===== config.mk =====
export PLATFORM = sky130hd
export DESIGN_NAME = pbc_regs
export DESIGN_NICKNAME = d
export VERILOG_FILES = /design/src/rtl/pbc_pkg.sv /design/src/rtl/pbc_regs.sv
export SDC_FILE = /design/constraint.sdc
export NUM_CORES = 1
export LEC_CHECK = 0
export BUFFER_PORTS_ARGS = -buffer_cell sky130_fd_sc_hd__buf_2
export CAP_MARGIN = 20
export CORE_MARGIN = 8
export CORE_UTILIZATION = 35
export CTS_CLUSTER_SIZE = 12
export DETAILED_ROUTE_END_ITERATION = 6
export SYNTH_ARGS = -nofsm -noshare
export SYNTH_HDL_FRONTEND = slang
export SYNTH_SLANG_ARGS = --single-unit
export TNS_END_PERCENT = 1

===== constraint.sdc =====
create_clock -name clk -period 1.6 [get_ports clk]
set_input_delay 0.32 -clock clk [delete_from_list [all_inputs] [get_ports clk]]
set_output_delay 0.32 -clock clk [all_outputs]
set_load 0.02 [all_outputs]

===== src/rtl/pbc_pkg.sv =====
// Package for the basic control and status register bank.
// Assumes a 5-bit register index and 16-bit register words from the management side.
package pbc_pkg;
    localparam int REG_COUNT = 32;
    localparam logic [4:0] BASIC_CONTROL_IDX = 5'h00;
    localparam logic [4:0] BASIC_STATUS_IDX = 5'h01;
    localparam logic [4:0] VENDOR_FIRST_IDX = 5'h10;
    // Control bit positions
    localparam int CTL_RESET_BIT = 15;
    localparam int CTL_LOOPBACK_BIT = 14;
    localparam int CTL_SPEED_BIT = 13;
    localparam int CTL_ANEG_EN_BIT = 12;
    localparam int CTL_PDOWN_BIT = 11;
    localparam int CTL_ISOLATE_BIT = 10;
    localparam int CTL_ANEG_RESTART_BIT = 9;
    localparam int CTL_DUPLEX_BIT = 8;
    localparam int CTL_COLTEST_BIT = 7;
    // Status word: T4 absent, all other modes capable, preamble suppression, extended regs
    localparam logic [15:0] STATUS_VALUE = 16'h7849;
    localparam logic LOOPBACK_RST = 1'b0;
    localparam logic PDOWN_RST = 1'b0;
    localparam logic COLTEST_RST = 1'b0;
endpackage : pbc_pkg


===== src/rtl/pbc_regs.sv =====
// Basic control register and basic status register of a 10/100 transceiver.
// Assumes a management controller on the same clock supplying index, data and strobes.
// Function
// - Thirty-two register indices; only 0 and 1 are implemented, all others (upper sixteen vendor space) read zero.
// - Writing one to bit 15 resets the device; bit self-clears, reads zero.
// - Bits 14, 10, 7 select loopback, isolate, collision test.
// - Bit 13 picks 100 or 10 Mbps; ignored while auto-negotiation enabled.
// - Bit 12 enables auto-negotiation; its result overrides speed and duplex.
// - Bit 11 powers down; the first reset write only leaves power-down, a second one resets.
// - Writing one to bit 9 restarts auto-negotiation; bit self-clears.
// - Bit 8 selects full duplex; reset value is inverted duplex strap.
// - Speed, auto-negotiation enable and isolate load from straps at reset.
// - Status bit 15 reads zero, bit 14 reads one.
`timescale 1ns/1ps
module pbc_regs (
    input wire logic clk,
    input wire logic reset,
    input wire logic [4:0] reg_index,
    input wire logic reg_write,
    input wire logic reg_read,
    input wire logic [15:0] reg_wdata,
    output logic [15:0] reg_rdata,
    output logic reg_hit,
    input wire logic speed_strap,
    input wire logic autoneg_enable_strap,
    input wire logic isolate_strap,
    input wire logic duplex_strap,
    input wire logic aneg_speed_100,
    input wire logic aneg_full_duplex,
    output logic soft_reset_pulse,
    output logic aneg_restart_pulse,
    output logic loopback,
    output logic isolate,
    output logic collision_test,
    output logic power_down,
    output logic autoneg_enable,
    output logic speed_100,
    output logic full_duplex
);
    // Strap pins gathered so one synchroniser loop serves them all
    localparam int STRAP_N = 4;
    wire [STRAP_N-1:0] strap_pins = {duplex_strap, isolate_strap, autoneg_enable_strap,
                                     speed_strap};
    wire [STRAP_N-1:0] strap_s_nxt;
    logic loop_r, speed_r, aneg_r, pdown_r, iso_r, dup_r, col_r;
    logic load_straps_r;
    logic [15:0] rdata_r;
    logic hit_r, srst_r, restart_r;
    logic out_speed_r, out_dup_r;
    // Named views of the filtered straps
    wire spd_s_nxt = strap_s_nxt[0];
    wire aneg_s_nxt = strap_s_nxt[1];
    wire iso_s_nxt = strap_s_nxt[2];
    wire dup_s_nxt = strap_s_nxt[3];

    // Three-stage synchroniser per strap; a level counts once stages 2 and 3 agree.
    // The filtered next value is what gets loaded, so a short reset cannot latch
    // a filter output that has not settled yet.
    genvar gi;
    generate
        for (gi = 0; gi < STRAP_N; gi++) begin : g_strap
            logic [2:0] sync_r;
            logic s_r;
            assign strap_s_nxt[gi] = (sync_r[2] == sync_r[1]) ? sync_r[2] : s_r;
            always_ff @(posedge clk) begin
                sync_r <= {sync_r[1:0], strap_pins[gi]};
                s_r <= strap_s_nxt[gi];
            end
        end
    endgenerate

    // Decode
    wire ctl_sel = (reg_index == pbc_pkg::BASIC_CONTROL_IDX);
    wire sts_sel = (reg_index == pbc_pkg::BASIC_STATUS_IDX);
    wire ctl_wr = reg_write && ctl_sel;
    wire wr_reset = ctl_wr && reg_wdata[pbc_pkg::CTL_RESET_BIT];
    // First reset write while powered down only leaves power-down
    wire reset_exit_pd = wr_reset && pdown_r;
    wire reset_real = wr_reset && !pdown_r;
    wire do_reset = reset || reset_real;
    // Control word as read back; self-clearing and reserved bits read zero
    wire [15:0] ctl_word = {1'b0, loop_r, speed_r, aneg_r, pdown_r, iso_r, 1'b0, dup_r,
                            col_r, 7'h00};
    wire [15:0] rd_mux = ctl_sel ? ctl_word :
                         sts_sel ? pbc_pkg::STATUS_VALUE : 16'h0000;
    // Negotiated result wins over manual speed and duplex
    wire eff_speed = aneg_r ? aneg_speed_100 : speed_r;
    wire eff_dup = aneg_r ? aneg_full_duplex : dup_r;

    // Control register; reset or software reset restores strap defaults
    // Straps load on the edge after reset; a write in that cycle is lost
    // Limitation: a strap moving within three cycles of reset may be missed
    always_ff @(posedge clk) begin
        load_straps_r <= do_reset;
        if (do_reset) begin
            loop_r <= pbc_pkg::LOOPBACK_RST;
            pdown_r <= pbc_pkg::PDOWN_RST;
            col_r <= pbc_pkg::COLTEST_RST;
            speed_r <= 1'b0;
            aneg_r <= 1'b0;
            iso_r <= 1'b0;
            dup_r <= 1'b0;
        end else if (load_straps_r) begin
            speed_r <= spd_s_nxt;
            aneg_r <= aneg_s_nxt;
            iso_r <= iso_s_nxt;
            dup_r <= !dup_s_nxt;
        end else if (reset_exit_pd) begin
            pdown_r <= 1'b0;
        end else if (ctl_wr) begin
            loop_r <= reg_wdata[pbc_pkg::CTL_LOOPBACK_BIT];
            speed_r <= reg_wdata[pbc_pkg::CTL_SPEED_BIT];
            aneg_r <= reg_wdata[pbc_pkg::CTL_ANEG_EN_BIT];
            pdown_r <= reg_wdata[pbc_pkg::CTL_PDOWN_BIT];
            iso_r <= reg_wdata[pbc_pkg::CTL_ISOLATE_BIT];
            dup_r <= reg_wdata[pbc_pkg::CTL_DUPLEX_BIT];
            col_r <= reg_wdata[pbc_pkg::CTL_COLTEST_BIT];
        end
    end

    // Read data, strobes and registered outputs
    always_ff @(posedge clk) begin
        if (reset) begin
            rdata_r <= 16'h0000;
            hit_r <= 1'b0;
            srst_r <= 1'b0;
            restart_r <= 1'b0;
            out_speed_r <= 1'b0;
            out_dup_r <= 1'b0;
        end else begin
            rdata_r <= reg_read ? rd_mux : rdata_r;
            hit_r <= (reg_read || reg_write) && (ctl_sel || sts_sel);
            srst_r <= reset_real;
            restart_r <= ctl_wr && reg_wdata[pbc_pkg::CTL_ANEG_RESTART_BIT] && !reset_real;
            out_speed_r <= eff_speed;
            out_dup_r <= eff_dup;
        end
    end

    assign reg_rdata = rdata_r;
    assign reg_hit = hit_r;
    assign soft_reset_pulse = srst_r;
    assign aneg_restart_pulse = restart_r;
    assign loopback = loop_r;
    assign isolate = iso_r;
    assign collision_test = col_r;
    assign power_down = pdown_r;
    assign autoneg_enable = aneg_r;
    assign speed_100 = out_speed_r;
    assign full_duplex = out_dup_r;

    // Checks
    AST_RESET_READS_ZERO: assert property (@(posedge clk) disable iff (reset)
        reg_read && ctl_sel |=> !reg_rdata[15]) else $error("reset bit read nonzero");
    AST_SRST_PULSE: assert property (@(posedge clk) disable iff (reset)
        ctl_wr && reg_wdata[15] && !power_down |=> soft_reset_pulse && !loopback)
        else $error("software reset missing");
    AST_PD_EXIT: assert property (@(posedge clk) disable iff (reset)
        ctl_wr && reg_wdata[15] && power_down |=> !power_down && !soft_reset_pulse)
        else $error("power-down exit wrong");
    AST_LOOP_WRITE: assert property (@(posedge clk) disable iff (reset)
        ctl_wr && !reg_wdata[15] && !load_straps_r |=> loopback == $past(reg_wdata[14]))
        else $error("loopback not written");
    AST_SPEED_ANEG: assert property (@(posedge clk) disable iff (reset)
        autoneg_enable |=> speed_100 == $past(aneg_speed_100))
        else $error("speed not overridden");
    AST_DUP_ANEG: assert property (@(posedge clk) disable iff (reset)
        autoneg_enable |=> full_duplex == $past(aneg_full_duplex))
        else $error("duplex not overridden");
    AST_RESTART: assert property (@(posedge clk) disable iff (reset)
        ctl_wr && reg_wdata[9] && !reg_wdata[15] |=> aneg_restart_pulse)
        else $error("restart pulse missing");
    AST_RESTART_CLR: assert property (@(posedge clk) disable iff (reset)
        !(ctl_wr && reg_wdata[9]) |=> !aneg_restart_pulse)
        else $error("restart pulse not cleared");
    AST_DUP_STRAP: assert property (@(posedge clk) disable iff (reset)
        load_straps_r && !do_reset |=> ctl_word[8] == !$past(dup_s_nxt))
        else $error("duplex strap not inverted");
    AST_ANEG_STRAP: assert property (@(posedge clk) disable iff (reset)
        load_straps_r && !do_reset |=> autoneg_enable == $past(aneg_s_nxt) &&
        isolate == $past(iso_s_nxt))
        else $error("strap not loaded");
    AST_STATUS: assert property (@(posedge clk) disable iff (reset)
        reg_read && sts_sel |=> reg_rdata[15:14] == 2'b01)
        else $error("status capability wrong");
    AST_RESERVED: assert property (@(posedge clk) disable iff (reset)
        reg_read && ctl_sel |=> reg_rdata[6:0] == 7'h00)
        else $error("reserved bits nonzero");
    AST_VENDOR: assert property (@(posedge clk) disable iff (reset)
        reg_read && reg_index >= pbc_pkg::VENDOR_FIRST_IDX |=> reg_rdata == 16'h0000)
        else $error("vendor index not zero");

    // Write path: each writable bit lands one edge after the write
    AST_ISO_WRITE: assert property (@(posedge clk) disable iff (reset)
        ctl_wr && !reg_wdata[15] && !load_straps_r |=> isolate == $past(reg_wdata[10]))
        else $error("isolate not written");
    AST_COL_WRITE: assert property (@(posedge clk) disable iff (reset)
        ctl_wr && !reg_wdata[15] && !load_straps_r |=> collision_test == $past(reg_wdata[7]))
        else $error("collision test not written");
    AST_PD_WRITE: assert property (@(posedge clk) disable iff (reset)
        ctl_wr && !reg_wdata[15] && !load_straps_r |=> power_down == $past(reg_wdata[11]))
        else $error("power-down not written");
    AST_ANEG_WRITE: assert property (@(posedge clk) disable iff (reset)
        ctl_wr && !reg_wdata[15] && !load_straps_r |=> autoneg_enable == $past(reg_wdata[12]))
        else $error("autoneg enable not written");
    AST_SPEED_BIT: assert property (@(posedge clk) disable iff (reset)
        ctl_wr && !reg_wdata[15] && !load_straps_r |=> speed_r == $past(reg_wdata[13]))
        else $error("speed bit not written");
    AST_DUP_BIT: assert property (@(posedge clk) disable iff (reset)
        ctl_wr && !reg_wdata[15] && !load_straps_r |=> dup_r == $past(reg_wdata[8]))
        else $error("duplex bit not written");

    // Index decode: only index 0 takes writes, only 0 and 1 answer
    AST_OTHER_WRITE: assert property (@(posedge clk) disable iff (reset)
        reg_write && !ctl_sel && !load_straps_r |=> $stable(loopback) &&
        $stable(power_down) && $stable(isolate))
        else $error("write to other index took effect");
    AST_HIT_CTL: assert property (@(posedge clk) disable iff (reset)
        (reg_read || reg_write) && (ctl_sel || sts_sel) |=> reg_hit)
        else $error("hit missing");
    AST_HIT_OTHER: assert property (@(posedge clk) disable iff (reset)
        !((reg_read || reg_write) && (ctl_sel || sts_sel)) |=> !reg_hit)
        else $error("hit without access");
    AST_VENDOR_HIT: assert property (@(posedge clk) disable iff (reset)
        reg_read && reg_index >= pbc_pkg::VENDOR_FIRST_IDX |=> !reg_hit)
        else $error("vendor index hit");
    AST_OTHER_READ_ZERO: assert property (@(posedge clk) disable iff (reset)
        reg_read && !ctl_sel && !sts_sel |=> reg_rdata == 16'h0000)
        else $error("unmapped index not zero");
    AST_RDATA_HOLD: assert property (@(posedge clk) disable iff (reset)
        !reg_read |=> $stable(reg_rdata))
        else $error("read data moved without read");

    // Software reset and its one-write exit from power-down
    AST_SRST_CLR: assert property (@(posedge clk) disable iff (reset)
        !(ctl_wr && reg_wdata[15]) |=> !soft_reset_pulse)
        else $error("reset pulse not cleared");
    AST_SRST_CLEARS: assert property (@(posedge clk) disable iff (reset)
        ctl_wr && reg_wdata[15] && !power_down |=> !power_down && !isolate &&
        !autoneg_enable && !collision_test)
        else $error("software reset left controls set");
    AST_SRST_NO_RESTART: assert property (@(posedge clk) disable iff (reset)
        reset_real |=> !aneg_restart_pulse)
        else $error("restart with software reset");
    AST_PD_EXIT_KEEP: assert property (@(posedge clk) disable iff (reset)
        reset_exit_pd |=> $stable(loopback) && $stable(isolate) &&
        $stable(collision_test) && $stable(autoneg_enable))
        else $error("power-down exit changed controls");
    AST_SRST_LOAD: assert property (@(posedge clk) disable iff (reset)
        reset_real |=> load_straps_r)
        else $error("software reset skipped strap load");
    AST_PD_NO_LOAD: assert property (@(posedge clk) disable iff (reset)
        reset_exit_pd |=> !load_straps_r)
        else $error("first reset write reloaded straps");
    AST_SRST_RESTRAP: assert property (@(posedge clk) disable iff (reset)
        soft_reset_pulse && !do_reset |=> isolate == $past(iso_s_nxt) &&
        autoneg_enable == $past(aneg_s_nxt))
        else $error("straps not relatched");

    // Strap defaults and effective mode
    AST_SPEED_STRAP: assert property (@(posedge clk) disable iff (reset)
        load_straps_r && !do_reset |=> speed_r == $past(spd_s_nxt))
        else $error("speed strap not loaded");
    AST_LOAD_ONCE: assert property (@(posedge clk) disable iff (reset)
        !do_reset |=> !load_straps_r)
        else $error("strap load without reset");
    AST_SPEED_MANUAL: assert property (@(posedge clk) disable iff (reset)
        !autoneg_enable |=> speed_100 == $past(speed_r))
        else $error("manual speed not used");
    AST_DUP_MANUAL: assert property (@(posedge clk) disable iff (reset)
        !autoneg_enable |=> full_duplex == $past(dup_r))
        else $error("manual duplex not used");

    // Read-back of control bits and fixed status word
    AST_LOOP_READ: assert property (@(posedge clk) disable iff (reset)
        reg_read && ctl_sel |=> reg_rdata[14] == $past(loopback))
        else $error("loopback read wrong");
    AST_ISO_READ: assert property (@(posedge clk) disable iff (reset)
        reg_read && ctl_sel |=> reg_rdata[10] == $past(isolate))
        else $error("isolate read wrong");
    AST_COL_READ: assert property (@(posedge clk) disable iff (reset)
        reg_read && ctl_sel |=> reg_rdata[7] == $past(collision_test))
        else $error("collision test read wrong");
    AST_PD_READ: assert property (@(posedge clk) disable iff (reset)
        reg_read && ctl_sel |=> reg_rdata[11] == $past(power_down))
        else $error("power-down read wrong");
    AST_ANEG_READ: assert property (@(posedge clk) disable iff (reset)
        reg_read && ctl_sel |=> reg_rdata[12] == $past(autoneg_enable))
        else $error("autoneg enable read wrong");
    AST_SPEED_READ: assert property (@(posedge clk) disable iff (reset)
        reg_read && ctl_sel |=> reg_rdata[13] == $past(speed_r))
        else $error("speed read wrong");
    AST_DUP_READ: assert property (@(posedge clk) disable iff (reset)
        reg_read && ctl_sel |=> reg_rdata[8] == $past(dup_r))
        else $error("duplex read wrong");
    AST_RESTART_READ: assert property (@(posedge clk) disable iff (reset)
        reg_read && ctl_sel |=> !reg_rdata[9])
        else $error("restart bit read nonzero");
    AST_RESERVED_WRITE: assert property (@(posedge clk) disable iff (reset)
        ctl_wr |=> ctl_word[6:0] == 7'h00)
        else $error("reserved bits took a write");
    AST_STATUS_WORD: assert property (@(posedge clk) disable iff (reset)
        reg_read && sts_sel |=> reg_rdata == pbc_pkg::STATUS_VALUE)
        else $error("status word wrong");
endmodule : pbc_regs


==> results of run 1 <==
[layout by cell type (no fill, tap or decap), types with 2 or more instances in the layout]
| cell type | n |
|---|---|
| buf_2 | 43 |
| dfxtp_1 | 37 |
| a21oi_1 | 11 |
| nand2b_1 | 9 |
| nand4_1 | 6 |
| o31ai_1 | 6 |
| conb_1 | 6 |
| clkbuf_8 | 6 |
| maj3_1 | 4 |
| nor2_1 | 4 |
| o211ai_1 | 4 |
| nand4b_1 | 4 |
| a31oi_1 | 4 |
| o221ai_1 | 3 |
| inv_1 | 2 |
| nor3_1 | 2 |
| nand3_1 | 2 |
| mux2i_1 | 2 |
[synthesized netlist by cell type (2+ instances only)]
| cell type | instances |
|---|---|
| nand4_1 | 6 |
| inv_1 | 2 |
| nand4b_1 | 4 |
| nand3_1 | 2 |
| o221ai_1 | 3 |
| clkbuf_1 | 3 |
| nor2_1 | 4 |
| a21oi_1 | 11 |
| o31ai_1 | 6 |
| dfxtp_1 | 37 |
| nand2b_1 | 9 |
| o211ai_1 | 4 |
| nor3_1 | 2 |
| a31oi_1 | 4 |
| maj3_1 | 4 |
| buf_4 | 9 |
| mux2i_1 | 2 |
[cell type report]
type	instances	area [um2]
Multi-Input combinational cell	79	526
Fill cell	385	2050
Clock buffer	7	86.3
Inverter	2	7.51
Sequential cell	37	741
Tap cell	48	60.1
Timing Repair Buffer	44	223
[metal layers]
| metal | global-route usage | wire, um |
|---|---|---|
| met1 | 0.111 | 1240 |
| met2 | 0.168 | 1420 |
| met3 | 0.0421 | 272 |
| met4 | 0.0500 | 29 |
| met5 | 0 | 0 |
[worst paths after layout]
check / from / to / slack (ps) / depth (start not counted)
worst max-delay path: reg_index[3] / aneg_restart_pulse / 300 / 4
worst max register to register: load_straps_r / loopback / 310 / 3
worst min-delay path: duplex_strap / g_strap[3].sync_r[0] / 140 / 1
worst min register to register: g_strap[1].sync_r[0] / g_strap[1].sync_r[1] / 330 / 0
[power by group through the flow]
| stage | combinational (mW) | sequential, mW | clock [mW] |
|---|---|---|---|
| finish | 0.152 | 0.983 | 0.626 |
| global route | 0.168 | 0.989 | 0.681 |
| CTS | 0.153 | 0.984 | 0.644 |
| detailed placement | 0.152 | 1.00 | 0 |
| global placement | 0.150 | 1.00 | 0 |
| floorplan | 0.0931 | 1.01 | 0 |
[cell families after synthesis]
group           count (synthesis)  synth area share
simple gates                   36             0.179
fa+ha+maj                       4            0.0297
buf+inv                        16            0.0760
other cells                     1           0.00278
compound gates                 31             0.149
flops                          37             0.549
mux                             2            0.0148
[critical path, cell delays in order]
cell and delay, ps:
buf_2 110, or4_4 630, o21ai_1 300, nor2_1 90
[flip-flops by register name (all words and copies together) (netlist names)]
| signal | count |
|---|---|
| g_strap.sync_r | 12 |
| reg_rdata | 8 |
| g_strap.s_r | 4 |
| aneg_restart_pulse | 1 |
| autoneg_enable | 1 |
| collision_test | 1 |
| dup_r | 1 |
| full_duplex | 1 |
| isolate | 1 |
| load_straps_r | 1 |
| loopback | 1 |
| power_down | 1 |
| reg_hit | 1 |
| soft_reset_pulse | 1 |
| speed_100 | 1 |
| speed_r | 1 |
[metrics by stage]
step	hold slack, ps	std cells	setup slack, ps	instance area, um2	power (mW)
after floorplan	310	132	149	1370	1.11
after CTS	134	217	307	1640	1.78
final	142	217	300	1640	1.76
after global routing	135	217	213	1640	1.84
after global placement	311	210	23.3	1560	1.15
after detailed placement	314	210	6.33	1560	1.16
==> flow_summary.toml, run 1 <==
[global_route]
grt_pass1_vias = 1131
antenna_found_initial = 0
grt_pass1_wl_um = 5130
globalRouteTotalUtil = 0.102
grt_max_degree = 18
grt.overflow.total = 0

[logic_synthesis]
synth_area_leader_cell = "dfxtp_1"
yosys_warnings = 0
seq_area_frac_synth = 0.549
synth.distinct_cells = 32
synth_seq_cells = 37
synth_cells = 127
synth-main-ff-cell = "dfxtp_1"
synth_area_um2 = 1350
async_flop_share = 0
ys_top_cells_by_area = "dfxtp_1 (55%), buf_4 (5.0%), nand2b_1 (4.2%)"
synth_area_per_cell_um2 = 10.6
synth.top_cell.area_share = 0.549
synth_edf_count = 0

[route]
drt_iter0_markers = 56
wl_per_cell_um = 13.7
vias = 1073
wl_um = 2970
viasPerCell = 4.94
ant_nets = 0
drt_first_pass_iters = 4
drc_errors = 0

[clock_tree]
postCtsSetupBuffers = 0
htreeDepth = 2
ctsHoldBuffers = 0
clkSinkCount = 37
clock_latency_ps = 280
cts_buffers = 5
cts_tree = "yes"
cts_resized = 0
clk_pin_slew_ps = 60
cts_buffer_depth = 2
cts_root_buffer = "clkbuf_8"

[setup_path]
path_class = "in2reg"
crit_path_start_kind = "input pin"
cp.required_ps = 1760
crit_fanout = 13
endpoint_kind = "flip-flop"
crit_arrival_ps = 1460

[floorplanning]
core_area_um2 = 3690
die_x_um = 78.1
die_h_um = 78.1
start_util = 0.366
rows = 22
io_pins = 57
dieArea_um2 = 6100

[timing]
max_freq_ghz = 0.769
hold_viol_final = 0
post-route-min-period_ps = 1300
fin_crit_sh = 0.812
setup_viol = 0
fin_skew_ps = 6.46
setup_tns_ps = 0
slew_viol_final = 0
rsz0062_at_grt = "no"

[pwr]
leakage_nw = 0.675
swShare = 0.224
pwr-share-seq = 0.558
internal_power_mw = 1.37
power.switching_mw = 0.394
max-vdd-ir-drop_mv = 0.555
p_per_area_nw_per_um2 = 1070
power.share.clock = 0.355
comb_power_share = 0.086

[job]
maxCapViolCount = 0

[cells_and_area]
area_growth_pct = 21.7
nets = 200
utilization = 0.445
drive_gt1_frac = 0.314
antenna_cells = 0

[hold_path]
hold_class = "in2reg"

[placement]
gp_congestion = 0.859
hpwl_um = 2310
port_buffers = 43

[status]
outcome = "completed"
Note: power is estimated with default switching activity, not from simulation.
==> run 2: changes to the inputs <==
==> constraint.sdc (replaced) <==
create_clock -name clk -period 1.2 [get_ports clk]
set_input_delay 0.24 -clock clk [delete_from_list [all_inputs] [get_ports clk]]
set_output_delay 0.24 -clock clk [all_outputs]
set_load 0.02 [all_outputs]
==> flow_summary.toml, run 2 (synthesized netlist as in run 1, its figures left out) <==
[cells_and_area]
mostFrequentLayoutCell = "buf_2"
final_cell_mix = "buf_2 (42), dfxtp_1 (35), buf_4 (12), a21oi_1 (11), nand2b_1 (9)"
area_growth_pct = 30.0
nets = 210
top_register = "g_strap.sync_r"
largest_reg_flops = 12
antenna_cells = 0
fin_cells = 228
utilization = 0.476
drive_gt1_frac = 0.389

[route]
wl_um = 3180
ant_nets = 0
viasPerCell = 4.90
drc_errors = 0
drt_first_pass_iters = 4
wl_per_cell_um = 13.9
vias = 1118
drt_iter0_markers = 50

[pwr]
power.share.clock = 0.367
swShare = 0.240
comb_power_share = 0.095
pwr-share-seq = 0.538
internal_power_mw = 1.85
leakage_nw = 0.737
power.switching_mw = 0.585
p_per_area_nw_per_um2 = 1390
max-vdd-ir-drop_mv = 0.734

[clock_tree]
cts_buffer_depth = 2
clkSinkCount = 37
cts_root_buffer = "clkbuf_8"
postCtsSetupBuffers = 0
cts_tree = "yes"
htreeDepth = 2
clk_pin_slew_ps = 70
clock_latency_ps = 290
cts_buffers = 5

[global_route]
grt_max_degree = 18
antenna_found_initial = 0
grt.overflow.total = 0
grt_pass1_vias = 1094
grt_pass1_wl_um = 5150
globalRouteTotalUtil = 0.105

[floorplanning]
rows = 22
io_pins = 57
die_h_um = 78.1
start_util = 0.366
dieArea_um2 = 6100
die_x_um = 78.1
core_area_um2 = 3690

[setup_path]
crit_arrival_ps = 1370
crit_fanout = 13
cp.required_ps = 1380
path_class = "in2reg"
critical-path-max-stage-delay_ps = 630
r2r_slack_ps = 40
path_cells = "buf_2 > or4_4 > o21ai_1 > nor2_1"
crit_family = "simple AND/OR/NAND/NOR gates"
critPathBufInv = 1
endpoint_kind = "flip-flop"
crit_path_start_kind = "input pin"
critPathSlowestCell = "or4_4"

[timing]
setup_viol = 0
hold_viol_final = 0
post-route-min-period_ps = 1200
rsz0062_at_grt = "yes"
hold_slack_ps = 48.5
max_freq_ghz = 0.835
setup_tns_ps = 0
slew_viol_final = 0
fin_skew_ps = 5.91
fin_crit_sh = 0.998

[placement]
gp_congestion = 0.872
port_buffers = 43
hpwl_um = 2450
dp.cells = 220

[job]
maxCapViolCount = 0

[status]
outcome = "completed"

[hold_path]
hold_class = "in2reg"
## run 2: cell count changes in the layout (fill, tap and decap cells not counted), sizes merged
cell | before | now
buf | 44 | 54
clkinv | 0 | 2
clkbuf | 7 | 6
## run 2: power by group through the flow
stage	registers, mW	logic (mW)	clock network [mW]
floorplan	1.35	0.124	0
global placement	1.34	0.224	0
detailed placement	1.34	0.228	0
CTS	1.31	0.230	0.928
global route	1.32	0.255	0.985
finish	1.31	0.232	0.894
## run 2: path summary, 6_finish.rpt
path / start / end / cells after the start
worst max-delay path: reg_index[1] / aneg_restart_pulse / 4
worst min-delay path: autoneg_enable_strap / g_strap[1].sync_r[0] / 1
worst max register to register: g_strap[3].sync_r[1] / dup_r / 3
worst min register to register: g_strap[2].sync_r[0] / g_strap[2].sync_r[1] / 0
## run 2: through the flow
stage | instance area, um2 | total power [mW] | setup slack [ps]
after floorplan | 1370 | 1.47 | -157
after global placement | 1630 | 1.56 | -264
after detailed placement | 1630 | 1.57 | -324
after CTS | 1740 | 2.47 | 1.20
after global routing | 1760 | 2.56 | -39.6
final | 1760 | 2.44 | 2.12
## run 2: repair_timing
action                                  4_1_cts  5_1_grt
hold buffers                                  0        0
hold endpoints to repair                      0        0
resized for setup                             5        3
pin swaps                                     2        3
endpoints found under the setup margin        5        8
## run 2: final cells by class
class,count,area (um2)
clock buffer,6,82.6
inverter,2,7.51
timing repair buffer,54,300
clock inverter,2,13.8
sequential,37,743
multi-input combinational,79,548
tap,48,60.1
fill,366,1930
## run 2: routing by layer
metal / GRT usage / up-vias / routed length [um]
met4: 0.0389 / 0 / 34
met5: 0 / - / 0
met3: 0.0626 / 4 / 353
li1: - / 556 / -
met2: 0.158 / 47 / 1460
met1: 0.119 / 511 / 1330
